File: config.mk
export PLATFORM = sky130hd
export DESIGN_NAME = sdc_config_dev_flat
export DESIGN_NICKNAME = d
export VERILOG_FILES = /design/src/core/sdc_pkg.sv /design/src/core/sdc_link_if.sv /design/src/core/sdc_sync3.sv /design/src/core/sdc_config_dev.sv /design/src/flat_wrapper.sv
export SDC_FILE = /design/constraint.sdc
export NUM_CORES = 1
export LEC_CHECK = 0
export ABC_AREA = 1
export BUFFER_PORTS_ARGS = -buffer_cell sky130_fd_sc_hd__clkbuf_2
export CAP_MARGIN = 20
export CELL_PAD_IN_SITES_DETAIL_PLACEMENT = 0
export CELL_PAD_IN_SITES_GLOBAL_PLACEMENT = 1
export CORE_ASPECT_RATIO = 0.8
export CORE_MARGIN = 1.5
export CORE_UTILIZATION = 47
export DETAILED_ROUTE_END_ITERATION = 7
export PLACE_DENSITY = 0.84
export SYNTH_ARGS = -nofsm -noshare
export SYNTH_HDL_FRONTEND = slang
export SYNTH_SLANG_ARGS = --single-unit
export TNS_END_PERCENT = 50
File: constraint.sdc
create_clock -name pclk -period 2.8 [get_ports pclk]
set_input_delay 0.42 -clock pclk [delete_from_list [all_inputs] [get_ports pclk]]
set_output_delay 0.42 -clock pclk [all_outputs]
set_load 0.02 [all_outputs]
File: src/core/sdc_pkg.sv
// shared constants for the synthesizer divider configuration logic
// assumes both ends and the testbench import this package; the link interface uses literal widths
package sdc_pkg;

  // ----------------------------------------------------------------
  // stream and field layout
  // ----------------------------------------------------------------
  localparam int SR_W = 14;
  localparam int M_W = 9;
  localparam int N_W = 2;
  localparam int T_W = 3;
  localparam int T_HI = 13;
  localparam int T_LO = 11;
  localparam int N_HI = 10;
  localparam int N_LO = 9;
  localparam int M_HI = 8;
  localparam int M_LO = 0;
  localparam int SYNC_W = 4 + M_W + N_W;

  // diagnostic select codes
  localparam logic [2:0] DIAG_SHIFT = 3'h0;
  localparam logic [2:0] DIAG_ONE = 3'h1;
  localparam logic [2:0] DIAG_REF16 = 3'h2;
  localparam logic [2:0] DIAG_FB = 3'h3;
  localparam logic [2:0] DIAG_SYNTHESIZED_CLOCK_OUT = 3'h4;
  localparam logic [2:0] DIAG_ZERO = 3'h5;
  localparam logic [2:0] DIAG_BYPASS = 3'h6;
  localparam logic [2:0] DIAG_FOUT4 = 3'h7;

  // reference prescaler and scaled oscillator model
  localparam int REF_DIV_W = 4;
  localparam int VCO_ACC_W = 9;

  // ----------------------------------------------------------------
  // controller timing
  // ----------------------------------------------------------------
  localparam int PCLK_NS = 8;
  localparam int SCLK_HALF_NS = 50;
  localparam int LOAD_PULSE_NS = 50;
  localparam int SETUP_NS = 20;
  localparam int SCLK_HALF_CYC = (SCLK_HALF_NS + PCLK_NS - 1) / PCLK_NS;
  localparam int LOAD_PULSE_CYC = (LOAD_PULSE_NS + PCLK_NS - 1) / PCLK_NS;
  localparam int SETUP_CYC = (SETUP_NS + PCLK_NS - 1) / PCLK_NS;
  localparam int TMR_W = 4;

  // controller register map (byte addresses)
  localparam logic [7:0] REG_CTRL = 8'h00;
  localparam logic [7:0] REG_PAR = 8'h04;
  localparam logic [7:0] REG_SER = 8'h08;
  localparam logic [7:0] REG_STATUS = 8'h0c;
  localparam int CTRL_PAR_GO = 0;
  localparam int CTRL_SER_GO = 1;
  localparam int CTRL_BYP_RUN = 2;
  localparam int ST_BUSY = 0;
  localparam int ST_DIAG = 1;
  localparam int ST_SYNTHESIZED_CLOCK_OUT = 2;
  localparam logic [M_W-1:0] PAR_M_RST = 9'h0c8;
  localparam logic [N_W-1:0] PAR_N_RST = 2'h0;

endpackage

File: src/core/sdc_link_if.sv
// configuration pins between the board controller and the synthesizer
// assumes the testbench instantiates it and joins both ends to it
`timescale 1ns/1ps
interface sdc_link_if;
  logic s_clock;
  logic s_data;
  logic s_load;
  logic p_load;
  logic [8:0] m_par;
  logic [1:0] n_par;
  logic synthesized_clock_out;
  logic diag_out;

  modport dev (
    input s_clock,
    input s_data,
    input s_load,
    input p_load,
    input m_par,
    input n_par,
    output synthesized_clock_out,
    output diag_out
  );

  modport ctl (
    output s_clock,
    output s_data,
    output s_load,
    output p_load,
    output m_par,
    output n_par,
    input synthesized_clock_out,
    input diag_out
  );
endinterface

File: src/core/sdc_sync3.sv
// three-stage input synchroniser with agreement filter, one lane per bit
// assumes inputs are asynchronous to pclk
`timescale 1ns/1ps
module sdc_sync3 #(
  parameter int W = 1
) (
  input wire logic pclk,
  input wire logic presetn,
  input wire logic [W-1:0] async_in,
  output logic [W-1:0] sync_out
);

  // ----------------------------------------------------------------
  // per-bit lanes
  // ----------------------------------------------------------------
  genvar gi;
  generate
    for (gi = 0; gi < W; gi++) begin : g_lane
      logic s1_q;
      logic s2_q;
      logic s3_q;
      logic out_q;
      // first stage feeds only the second
      always_ff @(posedge pclk or negedge presetn) begin
        if (!presetn) begin
          s1_q <= 1'b0;
          s2_q <= 1'b0;
          s3_q <= 1'b0;
        end else begin
          s1_q <= async_in[gi];
          s2_q <= s1_q;
          s3_q <= s2_q;
        end
      end
      // a change counts once stages two and three agree
      always_ff @(posedge pclk or negedge presetn) begin
        if (!presetn) begin
          out_q <= 1'b0;
        end else if (s2_q == s3_q) begin
          out_q <= s3_q;
        end
      end
      assign sync_out[gi] = out_q;
    end
  endgenerate

endmodule

File: src/core/sdc_config_dev.sv
// synthesizer end: divider configuration latches, serial shifter,
// scaled divider model and diagnostic output multiplexer
// assumes pclk is the reference clock and link pins are asynchronous
`timescale 1ns/1ps
module sdc_config_dev
  import sdc_pkg::*;
(
  input wire logic pclk,
  input wire logic presetn,
  sdc_link_if.dev link,
  output logic [M_W-1:0] cur_m,
  output logic [N_W-1:0] cur_n,
  output logic [T_W-1:0] cur_diag_sel,
  output logic bypass_active
);

  // ----------------------------------------------------------------
  // pin synchronisation and edge detection
  // ----------------------------------------------------------------
  logic [SYNC_W-1:0] pins_raw;
  logic [SYNC_W-1:0] pins_s;
  logic sclk_s;
  logic sdata_s;
  logic sload_s;
  logic pload_s;
  logic [M_W-1:0] mpar_s;
  logic [N_W-1:0] npar_s;
  logic sclk_d1_q;
  logic sload_d1_q;
  logic pload_d1_q;
  logic sclk_rise;
  logic sload_fall;
  logic pload_rise;

  assign pins_raw = {link.s_clock, link.s_data, link.s_load, link.p_load, link.m_par, link.n_par};

  sdc_sync3 #(
    .W(SYNC_W)
  ) u_sync (
    .pclk(pclk),
    .presetn(presetn),
    .async_in(pins_raw),
    .sync_out(pins_s)
  );

  assign {sclk_s, sdata_s, sload_s, pload_s, mpar_s, npar_s} = pins_s;

  // previous values for edge detection
  always_ff @(posedge pclk or negedge presetn) begin
    if (!presetn) begin
      sclk_d1_q <= 1'b0;
      sload_d1_q <= 1'b0;
      pload_d1_q <= 1'b0;
    end else begin
      sclk_d1_q <= sclk_s;
      sload_d1_q <= sload_s;
      pload_d1_q <= pload_s;
    end
  end

  assign sclk_rise = sclk_s && !sclk_d1_q;
  assign sload_fall = !sload_s && sload_d1_q;
  assign pload_rise = pload_s && !pload_d1_q;

  // ----------------------------------------------------------------
  // serial shift register
  // ----------------------------------------------------------------
  logic [SR_W-1:0] sreg_q;

  // first bit sent ends in the top position, so the stream lands as
  // diag select, post-divider code, feedback value, msb first
  always_ff @(posedge pclk or negedge presetn) begin
    if (!presetn) begin
      sreg_q <= '0;
    end else if (pload_s && sclk_rise) begin
      sreg_q <= {sreg_q[SR_W-2:0], sdata_s};
    end
  end

  // ----------------------------------------------------------------
  // configuration latches
  // ----------------------------------------------------------------
  logic [M_W-1:0] m_q;
  logic [N_W-1:0] n_q;
  logic [T_W-1:0] diag_q;

  // parallel path wins whenever its strobe is low
  always_ff @(posedge pclk or negedge presetn) begin
    if (!presetn) begin
      m_q <= PAR_M_RST;
      n_q <= PAR_N_RST;
    end else if (!pload_s || pload_rise) begin
      m_q <= mpar_s;
      n_q <= npar_s;
    end else if (sload_s || sload_fall) begin
      m_q <= sreg_q[M_HI:M_LO];
      n_q <= sreg_q[N_HI:N_LO];
    end
  end

  // diag select moves at the serial strobe fall and is cleared while the parallel strobe is low
  always_ff @(posedge pclk or negedge presetn) begin
    if (!presetn) begin
      diag_q <= DIAG_SHIFT;
    end else if (!pload_s) begin
      diag_q <= DIAG_SHIFT;
    end else if (sload_fall) begin
      diag_q <= sreg_q[T_HI:T_LO];
    end
  end

  assign cur_m = m_q;
  assign cur_n = n_q;
  assign cur_diag_sel = diag_q;
  assign bypass_active = (diag_q == DIAG_BYPASS);

  // ----------------------------------------------------------------
  // reference prescaler and scaled oscillator model
  // ----------------------------------------------------------------
  logic [REF_DIV_W-1:0] ref_cnt_q;
  logic [VCO_ACC_W-1:0] vco_acc_q;
  logic vco_tick_q;
  logic div_tick;

  // reference divided by 16
  always_ff @(posedge pclk or negedge presetn) begin
    if (!presetn) begin
      ref_cnt_q <= '0;
    end else begin
      ref_cnt_q <= ref_cnt_q + 1'b1;
    end
  end

  // carry rate is pclk * M / 512, i.e. (reference/16) * M scaled by 1/32
  always_ff @(posedge pclk or negedge presetn) begin
    if (!presetn) begin
      vco_acc_q <= '0;
      vco_tick_q <= 1'b0;
    end else begin
      {vco_tick_q, vco_acc_q} <= {1'b0, vco_acc_q} + {1'b0, m_q};
    end
  end

  // in bypass the serial clock replaces the oscillator
  assign div_tick = bypass_active ? sclk_rise : vco_tick_q;

  // ----------------------------------------------------------------
  // feedback counter and post-divider
  // ----------------------------------------------------------------
  logic [M_W-1:0] fb_cnt_q;
  logic fb_out_q;
  logic [7:0] pd_cnt_q;
  logic [7:0] pd_ratio;
  logic synthesized_clock_out_q;
  logic synthesized_clock_out_d1_q;
  logic [1:0] fout4_cnt_q;

  // feedback counter pulses once per M ticks, so its duty is not balanced
  always_ff @(posedge pclk or negedge presetn) begin
    if (!presetn) begin
      fb_cnt_q <= '0;
      fb_out_q <= 1'b0;
    end else if (div_tick) begin
      if (fb_cnt_q >= m_q - 1'b1) begin
        fb_cnt_q <= '0;
        fb_out_q <= 1'b1;
      end else begin
        fb_cnt_q <= fb_cnt_q + 1'b1;
        fb_out_q <= 1'b0;
      end
    end
  end

  assign pd_ratio = 8'h01 << n_q;

  // output toggles every ratio ticks, keeping a balanced duty
  always_ff @(posedge pclk or negedge presetn) begin
    if (!presetn) begin
      pd_cnt_q <= '0;
      synthesized_clock_out_q <= 1'b0;
    end else if (div_tick) begin
      if (pd_cnt_q >= pd_ratio - 8'h01) begin
        pd_cnt_q <= '0;
        synthesized_clock_out_q <= !synthesized_clock_out_q;
      end else begin
        pd_cnt_q <= pd_cnt_q + 8'h01;
      end
    end
  end

  // synthesized clock divided by 4
  always_ff @(posedge pclk or negedge presetn) begin
    if (!presetn) begin
      synthesized_clock_out_d1_q <= 1'b0;
      fout4_cnt_q <= '0;
    end else begin
      synthesized_clock_out_d1_q <= synthesized_clock_out_q;
      if (synthesized_clock_out_q && !synthesized_clock_out_d1_q) begin
        fout4_cnt_q <= fout4_cnt_q + 2'h1;
      end
    end
  end

  // ----------------------------------------------------------------
  // diagnostic output multiplexer
  // ----------------------------------------------------------------
  logic diag_d;
  logic diag_out_q;

  always_comb begin
    unique case (diag_q)
      DIAG_SHIFT: diag_d = sreg_q[SR_W-1];
      DIAG_ONE: diag_d = 1'b1;
      DIAG_REF16: diag_d = ref_cnt_q[REF_DIV_W-1];
      DIAG_FB: diag_d = fb_out_q;
      DIAG_SYNTHESIZED_CLOCK_OUT: diag_d = synthesized_clock_out_q;
      DIAG_ZERO: diag_d = 1'b0;
      DIAG_BYPASS: diag_d = fb_out_q;
      DIAG_FOUT4: diag_d = fout4_cnt_q[1];
    endcase
  end

  // registered pin drivers
  always_ff @(posedge pclk or negedge presetn) begin
    if (!presetn) begin
      diag_out_q <= 1'b0;
    end else begin
      diag_out_q <= diag_d;
    end
  end

  assign link.diag_out = diag_out_q;
  assign link.synthesized_clock_out = synthesized_clock_out_q;

endmodule

File: src/flat_wrapper.sv
// flat-port wrapper written by rule: the top's interface ports become plain ports
module sdc_config_dev_flat import sdc_pkg::*;
  (pclk, presetn, cur_m, cur_n, cur_diag_sel, bypass_active, link_s_clock, link_s_data, link_s_load, link_p_load, link_m_par, link_n_par, link_synthesized_clock_out, link_diag_out);
  sdc_link_if link_i ();
  input wire logic pclk;
  input wire logic presetn;
  output logic [M_W-1:0] cur_m;
  output logic [N_W-1:0] cur_n;
  output logic [T_W-1:0] cur_diag_sel;
  output logic bypass_active;
  input wire logic [$bits(link_i.s_clock)-1:0] link_s_clock;
  input wire logic [$bits(link_i.s_data)-1:0] link_s_data;
  input wire logic [$bits(link_i.s_load)-1:0] link_s_load;
  input wire logic [$bits(link_i.p_load)-1:0] link_p_load;
  input wire logic [$bits(link_i.m_par)-1:0] link_m_par;
  input wire logic [$bits(link_i.n_par)-1:0] link_n_par;
  output wire logic [$bits(link_i.synthesized_clock_out)-1:0] link_synthesized_clock_out;
  output wire logic [$bits(link_i.diag_out)-1:0] link_diag_out;
  assign link_i.s_clock = link_s_clock;
  assign link_i.s_data = link_s_data;
  assign link_i.s_load = link_s_load;
  assign link_i.p_load = link_p_load;
  assign link_i.m_par = link_m_par;
  assign link_i.n_par = link_n_par;
  assign link_synthesized_clock_out = link_i.synthesized_clock_out;
  assign link_diag_out = link_i.diag_out;
  sdc_config_dev u_core (.pclk(pclk), .presetn(presetn), .link(link_i), .cur_m(cur_m), .cur_n(cur_n), .cur_diag_sel(cur_diag_sel), .bypass_active(bypass_active));
endmodule
Word-level counts from Yosys, hierarchy flattened

Index checks and enable logic that the tools add are counted.

Shift-type cells: 1
Reduce and logical (&&, ||, !) cells: 17
Magnitude comparators: 2
Add/subtract/negate cells: 7
Eq/ne operators: 23
Mux-type cells: 11

Operators by type and width:

| kind                | count |
|---|---|
| $mux 9              | 3 |
| $eq 1x1->1          | 15 |
| $eq 3x3->1 const B  | 4 |
| $add 9x9->10        | 1 |
| $add 9x1->9 const B | 1 |
| $ge 9x9->1          | 1 |
| $sub 9x1->9 const B | 1 |
| $add 8x1->8 const B | 1 |
| $ge 8x8->1          | 1 |
| $mux 8              | 1 |
| $shl 1x2->8 const A | 1 |
| $sub 8x1->8 const B | 1 |
| $pmux 1 s7          | 1 |
| $eq 3x2->1 const B  | 2 |
| $logic_not 1->1     | 6 |
| $mux 3              | 2 |
| $logic_and 1x1->1   | 5 |
| $add 4x1->4 const B | 1 |
| $mux 2              | 2 |
| $eq 3x1->1 const B  | 1 |
| $logic_not 3->1     | 1 |
| $add 2x1->2 const B | 1 |
| $logic_or 1x1->1    | 2 |
| $mux 1              | 2 |
| 4 further kinds     | 4 |

Logic and storage cells: 138
Bits of input ports: 17
Bits in registers: 128

Logic depth before layout (Yosys ltp)

Gate-level depths: netlist (run 1).

Depth in word-level cells: 5
Depth in mapped cells: 15
Gate-level depth less buffers: 15

By module

Synthesis (run 1) repeated with hierarchy kept, for this count alone.

Cells, all modules: 562
Area, all modules: 5,485.3 um^2

By module, submodules not included:

| module         | seq. area each (um^2) | area an instance (um^2) | cells each | instances |
|---|---|---|---|---|
| sdc_config_dev | 1,705.4               | 3,627.2                 | 427        | 1 |
| sdc_sync3      | 1,501.4               | 1,858.0                 | 135        | 1 |

Least setup slack after synthesis (run 1)

OpenSTA, ideal clock, no wires.

Kind: register -> register
Start point: register u_core.m_q[1] (netlist: u_core.cur_m[1])
End point: register u_core.fb_cnt_q[5]
Path buffers: 0
Data arrival time: 2,346 ps
Data required time: 2,735 ps
Path slack: 389 ps
Stages on the path, launching flop included: 15
Setup time: 65 ps
Cell sequence: dfrtp_1 > inv_1 > ha_1 > nand2_1 > nor2_1 > nand3_1 > nor3_1 > xor2_1 > ha_1 > a21o_1 > nor2_1 > nand2_1 > nor2_1 > nand3_1 > nand2_1

Longest elaborated chain between the ends: 3

RTL lines:

| element                | RTL line              | source |
|---|---|---|
| start, declared        | sdc_config_dev.sv:83  | `logic [M_W-1:0] m_q;` |
| start signal, assigned | sdc_config_dev.sv:93  | `m_q <= mpar_s;` |
| start signal, assigned | sdc_config_dev.sv:96  | `m_q <= sreg_q[M_HI:M_LO];` |
| $sub 9x1->9            | sdc_config_dev.sv:164 | `if (fb_cnt_q >= m_q - 1'b1) begin` |
| $ge 9x9->1             | sdc_config_dev.sv:164 |  |
| $mux 9                 | sdc_config_dev.sv:164 |  |
| end signal, assigned   | sdc_config_dev.sv:168 | `fb_cnt_q <= fb_cnt_q + 1'b1;` |
| end, declared          | sdc_config_dev.sv:150 | `logic [M_W-1:0] fb_cnt_q;` |

No other way between the ends.
A chain may end at the register's enable or synchronous reset.

Worst setup path after layout (run 1)

Start point: register u_core.m_q[0] (netlist: u_core.cur_m[0])
End point: register u_core.fb_cnt_q[7]

The elaborated chain is that of the path after synthesis.

==> metrics.csv, run 1 <==
stage,metric,value,unit
outcome,status,"complete, but fails checks",
outcome,failing checks,hold timing,
job,Max Cap Viol,0,
sta,f_max,0.3941,GHz
clocking,total CTS buffers,17,
sta,relative slew slack,63.90,%
logic_synthesis,Yosys warning count,0,
power,Pwr Total,0.006277,W
drt,Vias per Instance,4.869,
logic_synthesis,Most used DFF post-synth,dfrtp_1,
drt,final wirelength,9661,um
logic_synthesis,Area contributors post-synth,"dfrtp_1 58%, nand2_1 8.1%, ha_1 6.0%",
clocking,Worst-Skew Late Latency,0.41,ns
cells_and_area,"Cell Count, Final, Fillers Out",738,
sta,Final period util,90.62,%
power,maximum vdd drop,0.5682,mV
global_routing,largest net degree at the start of global routing,50,
sta,minimum clock period,2.537,ns
clocking,cts repair resizes,0,
clocking,H-tree Lvls,4,
die,# rows,34,
sta,Fin. Hold Viols,5,
global_routing,antenna violations before repair,0,
cells_and_area,share of cells above drive strength 1,14.48,%
logic_synthesis,number of synthesized flops with an enable pin,0,
clocking,post-CTS setup buffer count,0,
place,DP HPWL,6753,um
place,number of port buffers,33,
logic_synthesis,Unique masters post-synth,33,
sta,clk_skew,0.009914,ns
sta,# setup viols final,0,
global_routing,vias in the first global route,3603,
die,total die area,0.01213,mm^2
global_routing,Overall Global Routing Usage,18.38,%
clocking,"CTS clk-pin slew, worst paths",0.06,ns
drt,vias post-DR,3593,
sta,setup ws final,0.2627,ns
setup_path,critical path class,reg2reg,
setup_path,worst r2r src,u_core.cur_m[0]$_DFFE_PN0P_,
global_routing,GR Overflow Total,0,
sta,worst slew pin tran,0.5415,ns
logic_synthesis,ys async rst share,100.0,%
clocking,"Hold-fix buffers, CTS",0,
place,Setup WS pre-CTS,0.09835,ns
clocking,clock sinks,128,
cells_and_area,# diodes,0,
logic_synthesis,register area share after synthesis,59.47,%
die,Core Region,0.01102,mm^2
place,Final GP Congestion,0.7961,
logic_synthesis,top-count cell post-synth,dfrtp_1,
drt,per-cell routed wire length,13.09,um
min_path,Hold Path Class,in2async,
drt,1st-iter DRT viols,278,
clocking,CTS Buffer Depth,2,
sta,count of final max-slew check failures,0,
setup_path,worst endpoint required time,3.14,ns
logic_synthesis,Post-Syn Nets,578,
clocking,clk root buf,clkbuf_16,
drt,DR pass1 iterations,5,
sta,Fin Setup TNS,0,ns
global_routing,global-route wire length before repair,17270,um
power,P_leak,3.195,nW
power,Power Dens Cells,993.1,mW/mm^2
logic_synthesis,post-synth top area cell,dfrtp_1,
logic_synthesis,Netlist Area Pre-Place,0.005393,mm^2
setup_path,arrival time at the worst endpoint,2.87,ns
drt,Routed Antenna Nets,0,
clocking,CTS tree,yes,
drt,DRC,0,
logic_synthesis,Mean Syn Cell Area,10.10,um^2
die,I/O pin total,34,
logic_synthesis,Synth top cells by count,"125 x dfrtp_1, 117 x nand2_1, 71 x inv_1",
setup_path,Critical Path Sink Type,flop,
sta,RSZ-0062 raised after global routing,no,
logic_synthesis,"FF+latch count, synth",128,
setup_path,Worst Path Max Fanout,5,
place,placed cells,706,
cells_and_area,fillers,942,
cells_and_area,Final nets,625,
logic_synthesis,top cell type's share of synthesized area,58.00,%
die,die height,98.81,um
die,Die X,122.8,um
die,Starting Density,48.94,%
sta,Hold Worst Slack,-0.005514,ns
setup_path,crit path launch type,flop,
setup_path,CP Launch Point,u_core.cur_m[0]$_DFFE_PN0P_,
cells_and_area,area grow syn2layout,17.22,%
logic_synthesis,Cells after Synth,534,
[worst paths after layout]
check	slack, ns	cells after the start	end
worst max-delay path	0.26	14	u_core.fb_cnt_q[7]$_DFFE_PN0P_
worst min-delay path	-0.006	1	u_core.pd_cnt_q[2]$_DFFE_PN0P_
worst max register to register	0.26	14	u_core.fb_cnt_q[7]$_DFFE_PN0P_
worst min register to register	0.35	0	u_core.u_sync.g_lane[7].s2_q$_DFF_PN0_
max in group asynchronous	2.11	2	u_core.u_sync.g_lane[9].s1_q$_DFF_PN0_
min in group pclk	0.12	1	u_core.u_sync.g_lane[13].s1_q$_DFF_PN0_
[critical path, cell delays in order (launching register included)]
cell and delay [ns]:
dfrtp_1 0.40, inv_1 0.15, ha_1 0.21, nand2_1 0.08, nor2_2 0.11, nand3_1 0.13, nor3_2 0.15, xor2_1 0.18
ha_1 0.27, a21o_1 0.19, nor2_1 0.17, nand2_1 0.12, nor2_4 0.13, nand3_1 0.09, nand2_1 0.08
[report_power, final]
part	switching, W	internal (W)	leakage (nW)
sequential	0.000282	0.00225	1.55
clock	0.000803	0.00130	0.272
combinational	0.00103	0.000618	1.37
total	0.00212	0.00416	3.20
[area by class of cell]
type | instances | area (um^2) | share of cell area, %
flip-flops and latches | 128 | 3207 | 50.73
clock buffers | 21 | 470.5 | 7.443
multi-input cells | 324 | 1871 | 29.59
well taps | 144 | 180.2 | 2.850
inverters | 72 | 270.3 | 4.276
clock inverters | 11 | 105.1 | 1.663
repair buffers | 38 | 217.7 | 3.444
[cells in the final DEF (no fill, tap or decap), types with 3 or more instances in the layout]
master	synthesis	layout
clkbuf_8	0	3
o21bai_1	4	4
nand2_1	117	117
dfrtp_1	125	125
o21ai_0	34	34
clkbuf_2	0	32
clkbuf_16	0	17
nand3_1	31	31
maj3_1	15	15
o21ai_1	8	8
xor2_1	17	17
a21oi_1	13	13
clkinvlp_4	0	4
nor2_1	31	28
nand4_1	8	8
inv_1	71	70
nor2_2	1	3
dfstp_2	3	3
buf_4	1	5
ha_1	26	26
[through the flow]
stage	util (%)	area [um^2]
final	57.37	6321
after CTS	57.21	6304
after global placement	51.99	5728
after global routing	57.37	6321
after floorplan	-	5393
after detailed placement	51.99	5728
[logic make-up (layout without fill, tap and decap cells)]
family / after synthesis / after routing / share of synthesized area (%)
other: 1 / 1 / 0.06954
buffers and inverters: 82 / 142 / 6.172
flip-flops: 128 / 128 / 59.47
AND/OR/NAND/NOR: 194 / 194 / 14.97
AO/OA/AOI/OAI: 66 / 66 / 6.636
multiplexers: 2 / 2 / 0.4176
XOR/XNOR: 19 / 19 / 3.086
adder cells (fa/ha/maj): 42 / 42 / 9.188
[routing by layer]
| layer | up-vias | share of wire [%] | GRT usage, % |
|---|---|---|---|
| met5 | - | 0 | 0 |
| met4 | 0 | 0.57 | 4.741 |
| met3 | 8 | 4.1 | 6.424 |
| met2 | 58 | 46 | 27.18 |
| met1 | 1715 | 49 | 26.00 |
| li1 | 1812 | - | - |
[flip-flops by register name (all words and copies together) (netlist names), 2 cells and up]
register,count
u_core.fb_cnt_q,9
u_core.cur_n,2
u_core.u_sync.g_lane.s2_q,15
u_core.u_sync.g_lane.out_q,15
u_core.ref_cnt_q,4
u_core.fout4_cnt_q,2
u_core.cur_diag_sel,3
u_core.cur_m,9
u_core.u_sync.g_lane.s3_q,15
u_core.u_sync.g_lane.s1_q,15
u_core.vco_acc_q,9
u_core.sreg_q,14
u_core.pd_cnt_q,8
No activity file was read; power rests on OpenSTA's default activity.
==> run 2, diff against run 1 <==
--- a/config.mk
+++ b/config.mk
@@ -12,9 +12,9 @@
 export CELL_PAD_IN_SITES_GLOBAL_PLACEMENT = 1
 export CORE_ASPECT_RATIO = 0.8
 export CORE_MARGIN = 1.5
-export CORE_UTILIZATION = 47
+export CORE_UTILIZATION = 43
 export DETAILED_ROUTE_END_ITERATION = 7
-export PLACE_DENSITY = 0.84
+export PLACE_DENSITY = 0.81
 export SYNTH_ARGS = -nofsm -noshare
 export SYNTH_HDL_FRONTEND = slang
 export SYNTH_SLANG_ARGS = --single-unit
==> constraint.sdc (replaced) <==
create_clock -name pclk -period 2.25 [get_ports pclk]
set_input_delay 0.3375 -clock pclk [delete_from_list [all_inputs] [get_ports pclk]]
set_output_delay 0.3375 -clock pclk [all_outputs]
set_load 0.02 [all_outputs]
==> metrics.csv, run 2 (synthesis results as in run 1) <==
stage,metric,value,unit
cells_and_area,"commonest non-fill, non-tap cell in the layout",dfrtp_1,
setup_path,worst r2r src,u_core.cur_m[0]$_DFFE_PN0P_,
sta,clk_skew,0.007574,ns
place,Setup WS pre-CTS,-0.03204,ns
clocking,Worst-Skew Late Latency,0.41,ns
clocking,CTS Buffer Depth,2,
power,Net Sw Power,0.002751,W
setup_path,CP Launch Point,u_core.cur_m[0]$_DFFE_PN0P_,
drt,Vias per Instance,4.625,
place,number of port buffers,33,
setup_path,crit path launch type,flop,
job,Max Cap Viol,0,
drt,DRC,0,
power,Pint,0.005655,W
power,Clock power frac,36.5,%
sta,relative slew slack,62.96,%
die,Starting Density,44.18,%
die,I/O pin total,34,
sta,minimum clock period,2.297,ns
global_routing,GR Overflow Total,0,
power,maximum vdd drop,0.9374,mV
setup_path,r2r worst-path depth,15,
cells_and_area,# diodes,0,
clocking,H-tree Lvls,4,
setup_path,Critical Path Sink Type,flop,
outcome,status,"complete, but fails checks",
drt,Routed Antenna Nets,0,
min_path,Hold Path Class,in2reg,
drt,DR pass1 iterations,4,
min_path,Hold Crit Start,link_m_par[4],
global_routing,antenna violations before repair,0,
die,die height,103.2,um
die,Die X,128.2,um
sta,Fin. Hold Viols,0,
die,Core Region,0.01221,mm^2
place,DP HPWL,6887,um
place,Final GP Congestion,0.8413,
die,# rows,36,
drt,per-cell routed wire length,12.98,um
cells_and_area,most frequent cells in the layout,"123 x dfrtp_1, 113 x nand2_1, 68 x inv_1",
sta,RSZ-0062 raised after global routing,yes,
sta,Final period util,102.1,%
global_routing,global-route wire length before repair,16910,um
outcome,failing checks,setup timing,
drt,final wirelength,10080,um
cells_and_area,Final nets,636,
place,dpl cell area,0.005847,mm^2
setup_path,Worst Path Max Fanout,4,
sta,f_max,0.4354,GHz
clocking,clk root buf,clkbuf_16,
sta,count of final max-slew check failures,0,
setup_path,r2r setup slk,-0.05,ns
min_path,Hold Path Cell Cnt,1,
cells_and_area,Final Instance Area,0.006614,mm^2
min_path,Worst Hold Path EP,u_core.u_sync.g_lane[6].s1_q$_DFF_PN0_,
clocking,CTS tree,yes,
setup_path,worst endpoint required time,2.60,ns
power,Power Dens Cells,1271,mW/mm^2
drt,1st-iter DRT viols,150,
cells_and_area,area grow syn2layout,22.64,%
global_routing,Overall Global Routing Usage,16.95,%
setup_path,arrival time at the worst endpoint,2.64,ns
power,P_leak,3.304,nW
sta,worst slew pin tran,0.5498,ns
power,switching share of power,32.73,%
sta,Fin Setup TNS,-0.1916,ns
power,Comb power frac,26.2,%
global_routing,vias in the first global route,3519,
setup_path,critical path class,reg2reg,
sta,setup ws final,-0.04665,ns
global_routing,largest net degree at the start of global routing,70,
setup_path,reg2reg end,u_core.fb_cnt_q[8]$_DFFE_PN0P_,
die,total die area,0.01323,mm^2
power,Reg power frac,37.3,%
sta,# setup viols final,5,
clocking,clock sinks,128,
cells_and_area,share of cells above drive strength 1,18.68,%
drt,vias post-DR,3589,
clocking,total CTS buffers,17,
power,Pwr Total,0.008406,W
cells_and_area,post-layout util,54.18,%
clocking,"CTS clk-pin slew, worst paths",0.06,ns
[run 2: changes by cell type in the layout (fill, tap and decap cells not counted), sizes merged]
cell         previous run  this run
dlygate4sd3             0         1
inv                    74        78
buf                     6        16
clkbuf                 53        50
clkinv                  4         1
clkinvlp                4         2
bufinv                  1         5
[run 2: routing by layer]
metal | share of wire, % | global-route usage, %
met1 | 48 | 23.04
met5 | 0 | 0
met2 | 48 | 25.72
met4 | 0.99 | 6.482
met3 | 2.9 | 5.293
[run 2: worst max path at each step]
stage | to | slack, ns | depth (start not counted)
floorplan | u_core.fb_cnt_q[5]$_DFFE_PN0P_ | 0.02 | 14
global placement | u_core.fb_cnt_q[7]$_DFFE_PN0P_ | 0.05 | 14
detailed placement | u_core.fb_cnt_q[8]$_DFFE_PN0P_ | -0.03 | 14
CTS | u_core.fb_cnt_q[8]$_DFFE_PN0P_ | -0.007 | 14
global route | u_core.fb_cnt_q[2]$_DFFE_PN0P_ | -0.17 | 15
finish | u_core.fb_cnt_q[8]$_DFFE_PN0P_ | -0.05 | 15
[run 2: area by class of cell]
cell class / instances / area [um^2]
Clock buffer: 18 / 439.2
Clock inverter: 14 / 225.2
Fill cell: 1086 / 5593
Inverter: 72 / 270.3
Multi-Input combinational cell: 324 / 1937
Sequential cell: 128 / 3209
Tap cell: 171 / 214.0
Timing Repair Buffer: 49 / 319.1
[run 2: timing repair]
item                                    in CTS  in global routing
cloned                                       0                  0
pin swaps                                   13                 10
resized for setup                           11                  8
endpoints found under the setup margin       8                 10
hold endpoints to repair                    12                  0
buffers inserted                             2                  0
hold buffers                                 1                  0
[run 2: critical path, cell delays in order (launching register included)]
cell,delay (ns)
dfrtp_2,0.41
inv_2,0.09
ha_4,0.14
nand2_2,0.07
nor2_4,0.11
nand3_2,0.10
buf_6,0.13
xor2_2,0.13
ha_1,0.33
nand2_1,0.08
a21oi_1,0.07
nor2_2,0.14
nand2_1,0.11
nor2_4,0.15
nand3_2,0.08
nand2_1,0.08
[run 2: power groups by stage]
stage          Sequential, W  Combinational (W)  Clock (W)
4_1_cts              0.00314            0.00219    0.00311
5_1_grt              0.00320            0.00253    0.00324
6_report             0.00314            0.00220    0.00306
3_3_place_gp         0.00316            0.00204          0
2_1_floorplan        0.00315            0.00151          0
3_5_place_dp         0.00317            0.00212          0
[run 2: metrics by stage]
step                cells  hold WS (ns)
floorplan             534       0.04191
global placement      741        0.2130
detailed placement    741        0.2150
CTS                   776       0.01428
global route          776      0.008557
finish                776       0.02731
==> run 3, diff against run 2 <==
--- a/config.mk
+++ b/config.mk
@@ -5,14 +5,13 @@
 export SDC_FILE = /design/constraint.sdc
 export NUM_CORES = 1
 export LEC_CHECK = 0
-export ABC_AREA = 1
 export BUFFER_PORTS_ARGS = -buffer_cell sky130_fd_sc_hd__clkbuf_2
 export CAP_MARGIN = 20
 export CELL_PAD_IN_SITES_DETAIL_PLACEMENT = 0
 export CELL_PAD_IN_SITES_GLOBAL_PLACEMENT = 1
 export CORE_ASPECT_RATIO = 0.8
 export CORE_MARGIN = 1.5
-export CORE_UTILIZATION = 43
+export CORE_UTILIZATION = 45
 export DETAILED_ROUTE_END_ITERATION = 7
 export PLACE_DENSITY = 0.81
 export SYNTH_ARGS = -nofsm -noshare
==> metrics.csv, run 3 <==
stage,metric,value,unit
clocking,"CTS clk-pin slew, worst paths",0.06,ns
logic_synthesis,register area share after synthesis,61.77,%
setup_path,Critical Path Sink Type,flop,
cells_and_area,fillers,905,
place,number of port buffers,33,
logic_synthesis,Netlist Area Pre-Place,0.005191,mm^2
global_routing,vias in the first global route,3283,
logic_synthesis,Yosys warning count,0,
setup_path,max incr delay on CP,0.54,ns
drt,Vias per Instance,4.961,
drt,vias post-DR,3066,
global_routing,Overall Global Routing Usage,16.54,%
logic_synthesis,number of synthesized flops with an enable pin,0,
setup_path,critical path class,reg2reg,
global_routing,global-route wire length before repair,15460,um
die,I/O pin total,34,
logic_synthesis,Synth top cells by count,"125 x dfrtp_1, 30 x nand2_1, 26 x ha_1",
logic_synthesis,top cell type's share of synthesized area,60.26,%
outcome,failing checks,setup timing,
drt,1st-iter DRT viols,139,
cells_and_area,share of cells above drive strength 1,27.00,%
sta,worst slew pin tran,0.5572,ns
power,Clock power frac,35.6,%
die,die height,99.07,um
clocking,CTS tree,yes,
setup_path,WP buf/inv,1,
logic_synthesis,post-synth top area cell,dfrtp_1,
sta,minimum clock period,2.577,ns
cells_and_area,"commonest non-fill, non-tap cell in the layout",dfrtp_1,
global_routing,antenna violations before repair,0,
logic_synthesis,Area contributors post-synth,"dfrtp_1 60%, ha_1 6.3%, mux2_2 3.3%",
sta,Fin. Hold Viols,0,
power,Pint,0.005297,W
drt,DRC,0,
die,Core Region,0.01106,mm^2
drt,final wirelength,8639,um
clocking,total CTS buffers,17,
die,# rows,34,
drt,per-cell routed wire length,13.98,um
logic_synthesis,Post-Syn Nets,439,
power,Net Sw Power,0.002386,W
outcome,status,"complete, but fails checks",
power,maximum vdd drop,0.5818,mV
sta,Final period util,114.5,%
sta,f_max,0.3880,GHz
drt,Routed Antenna Nets,0,
min_path,Hold Path Class,in2reg,
die,total die area,0.01219,mm^2
logic_synthesis,ys async rst share,100.0,%
clocking,Worst-Skew Late Latency,0.41,ns
clocking,CTS Buffer Depth,2,
place,DP HPWL,5838,um
clocking,H-tree Lvls,4,
power,P_leak,3.009,nW
sta,count of final max-slew check failures,0,
sta,RSZ-0062 raised after global routing,yes,
power,Reg power frac,39.0,%
sta,relative slew slack,62.76,%
sta,# setup viols final,10,
clocking,clk root buf,clkbuf_16,
place,Final GP Congestion,0.7980,
cells_and_area,Final nets,505,
setup_path,crit path launch type,flop,
global_routing,GR Overflow Total,0,
die,Die X,123.1,um
job,Max Cap Viol,0,
setup_path,Worst Path Max Fanout,6,
global_routing,largest net degree at the start of global routing,89,
power,Comb power frac,25.4,%
cells_and_area,post-layout util,57.09,%
power,switching share of power,31.06,%
setup_path,arrival time at the worst endpoint,2.88,ns
setup_path,Slowest cell on crit path,or4_4,
logic_synthesis,Mean Syn Cell Area,13.14,um^2
setup_path,worst path cell trace,or4_4 -> nor4_4 -> xnor2_1 -> ha_1 -> a211oi_2 -> o211ai_1 -> a41oi_2 -> buf_4 -> nor2_4 -> a21o_1,
cells_and_area,most frequent cells in the layout,"122 x dfrtp_1, 32 x clkbuf_2, 30 x nand2_1",
setup_path,crit-path leading delay family,simple AND/OR/NAND/NOR gates,
sta,Fin Setup TNS,-2.371,ns
sta,setup ws final,-0.3272,ns
cells_and_area,area grow syn2layout,21.64,%
logic_synthesis,Cells after Synth,395,
logic_synthesis,"FF+latch count, synth",128,
drt,DR pass1 iterations,4,
power,Power Dens Cells,1217,mW/mm^2
sta,clk_skew,0.008825,ns
logic_synthesis,Most used DFF post-synth,dfrtp_1,
die,Starting Density,46.93,%
place,Setup WS pre-CTS,-0.3379,ns
setup_path,worst endpoint required time,2.55,ns
logic_synthesis,Unique masters post-synth,53,
logic_synthesis,top-count cell post-synth,dfrtp_1,
cells_and_area,# diodes,0,
clocking,clock sinks,128,
## run 3: changes by cell type after synthesis, sizes merged, moves of 5 or more
cell | previous run | this run
xor2 | 17 | 5
nand4 | 8 | 2
o21ai | 43 | 28
mux2i | 0 | 16
nand2 | 119 | 30
mux2 | 2 | 16
nor2b | 0 | 7
inv | 72 | 16
and3 | 0 | 5
nand3 | 31 | 8
nor2 | 32 | 16
xnor2 | 2 | 17
## run 3: cells by family (layout without fill, tap and decap cells)
logic type | after synthesis | in the layout | share of synthesized area (%)
multiplexers | 32 | 32 | 6.628
XOR/XNOR | 22 | 22 | 3.856
buffers and inverters | 22 | 101 | 1.808
other | 1 | 1 | 0.07224
flip-flops | 128 | 128 | 61.77
AND/OR/NAND/NOR | 91 | 91 | 9.713
adder cells (fa/ha/maj) | 42 | 42 | 9.544
AO/OA/AOI/OAI | 57 | 57 | 6.604
## run 3: area by class of cell
type / instances / area, um^2 / area share [%]
clock buffers: 17 / 425.4 / 6.737
well taps: 144 / 180.2 / 2.853
clock inverters: 15 / 172.7 / 2.734
inverters: 16 / 60.06 / 0.9511
repair buffers: 53 / 332.8 / 5.270
multi-input cells: 245 / 1933 / 30.61
flip-flops and latches: 128 / 3211 / 50.84
## run 3: repair_timing
action                                  4_1_cts  5_1_grt
endpoints found under the setup margin       10       10
hold endpoints to repair                     88        0
buffers inserted                              1        0
hold buffers                                  1        0
pin swaps                                     9        2
gates resized for setup                       3        1
## run 3: power groups by stage
| stage | clock network, W | logic, W | registers, W |
|---|---|---|---|
| after floorplan | 0 | 0.00133 | 0.00307 |
| after global placement | 0 | 0.00187 | 0.00302 |
| after detailed placement | 0 | 0.00194 | 0.00304 |
| after CTS | 0.00279 | 0.00198 | 0.00300 |
| after global routing | 0.00291 | 0.00221 | 0.00306 |
| final | 0.00274 | 0.00195 | 0.00300 |
## run 3: per-layer routing
layer  track usage (%)  part of all wire (%)  vias up
met4             7.162                   1.7        0
met5                 0                     0        -
met1             22.18                    48     1500
met2             25.64                    47       35
li1                  -                     -     1518
met3             4.167                   2.4       13
## run 3: final timing paths
check,to,slack [ns],startpoint,cells past startpoint
min in group asynchronous,u_core.pd_cnt_q[7]$_DFFE_PN0P_,0.50,presetn,3
max,u_core.fb_out_q$_DFFE_PN0P_,-0.33,u_core.cur_m[4]$_DFFE_PN0P_,10
max reg2reg,u_core.fb_out_q$_DFFE_PN0P_,-0.33,u_core.cur_m[4]$_DFFE_PN0P_,10
min,u_core.u_sync.g_lane[2].s1_q$_DFF_PN0_,0.02,link_m_par[0],1
min reg2reg,u_core.u_sync.g_lane[10].s2_q$_DFF_PN0_,0.35,u_core.u_sync.g_lane[10].s1_q$_DFF_PN0_,0
max in group asynchronous,u_core.cur_m[4]$_DFFE_PN0P_,1.30,presetn,3
## run 3: through the flow
step,std cells,power [W],area [um^2],hold WS (ns)
floorplan,395,0.004406,5223,0.04191
global placement,584,0.004893,5689,0.3317
detailed placement,584,0.004974,5689,0.3355
CTS,618,0.007773,6310,0.01594
global route,618,0.008180,6315,0.01482
finish,618,0.007683,6315,0.02496
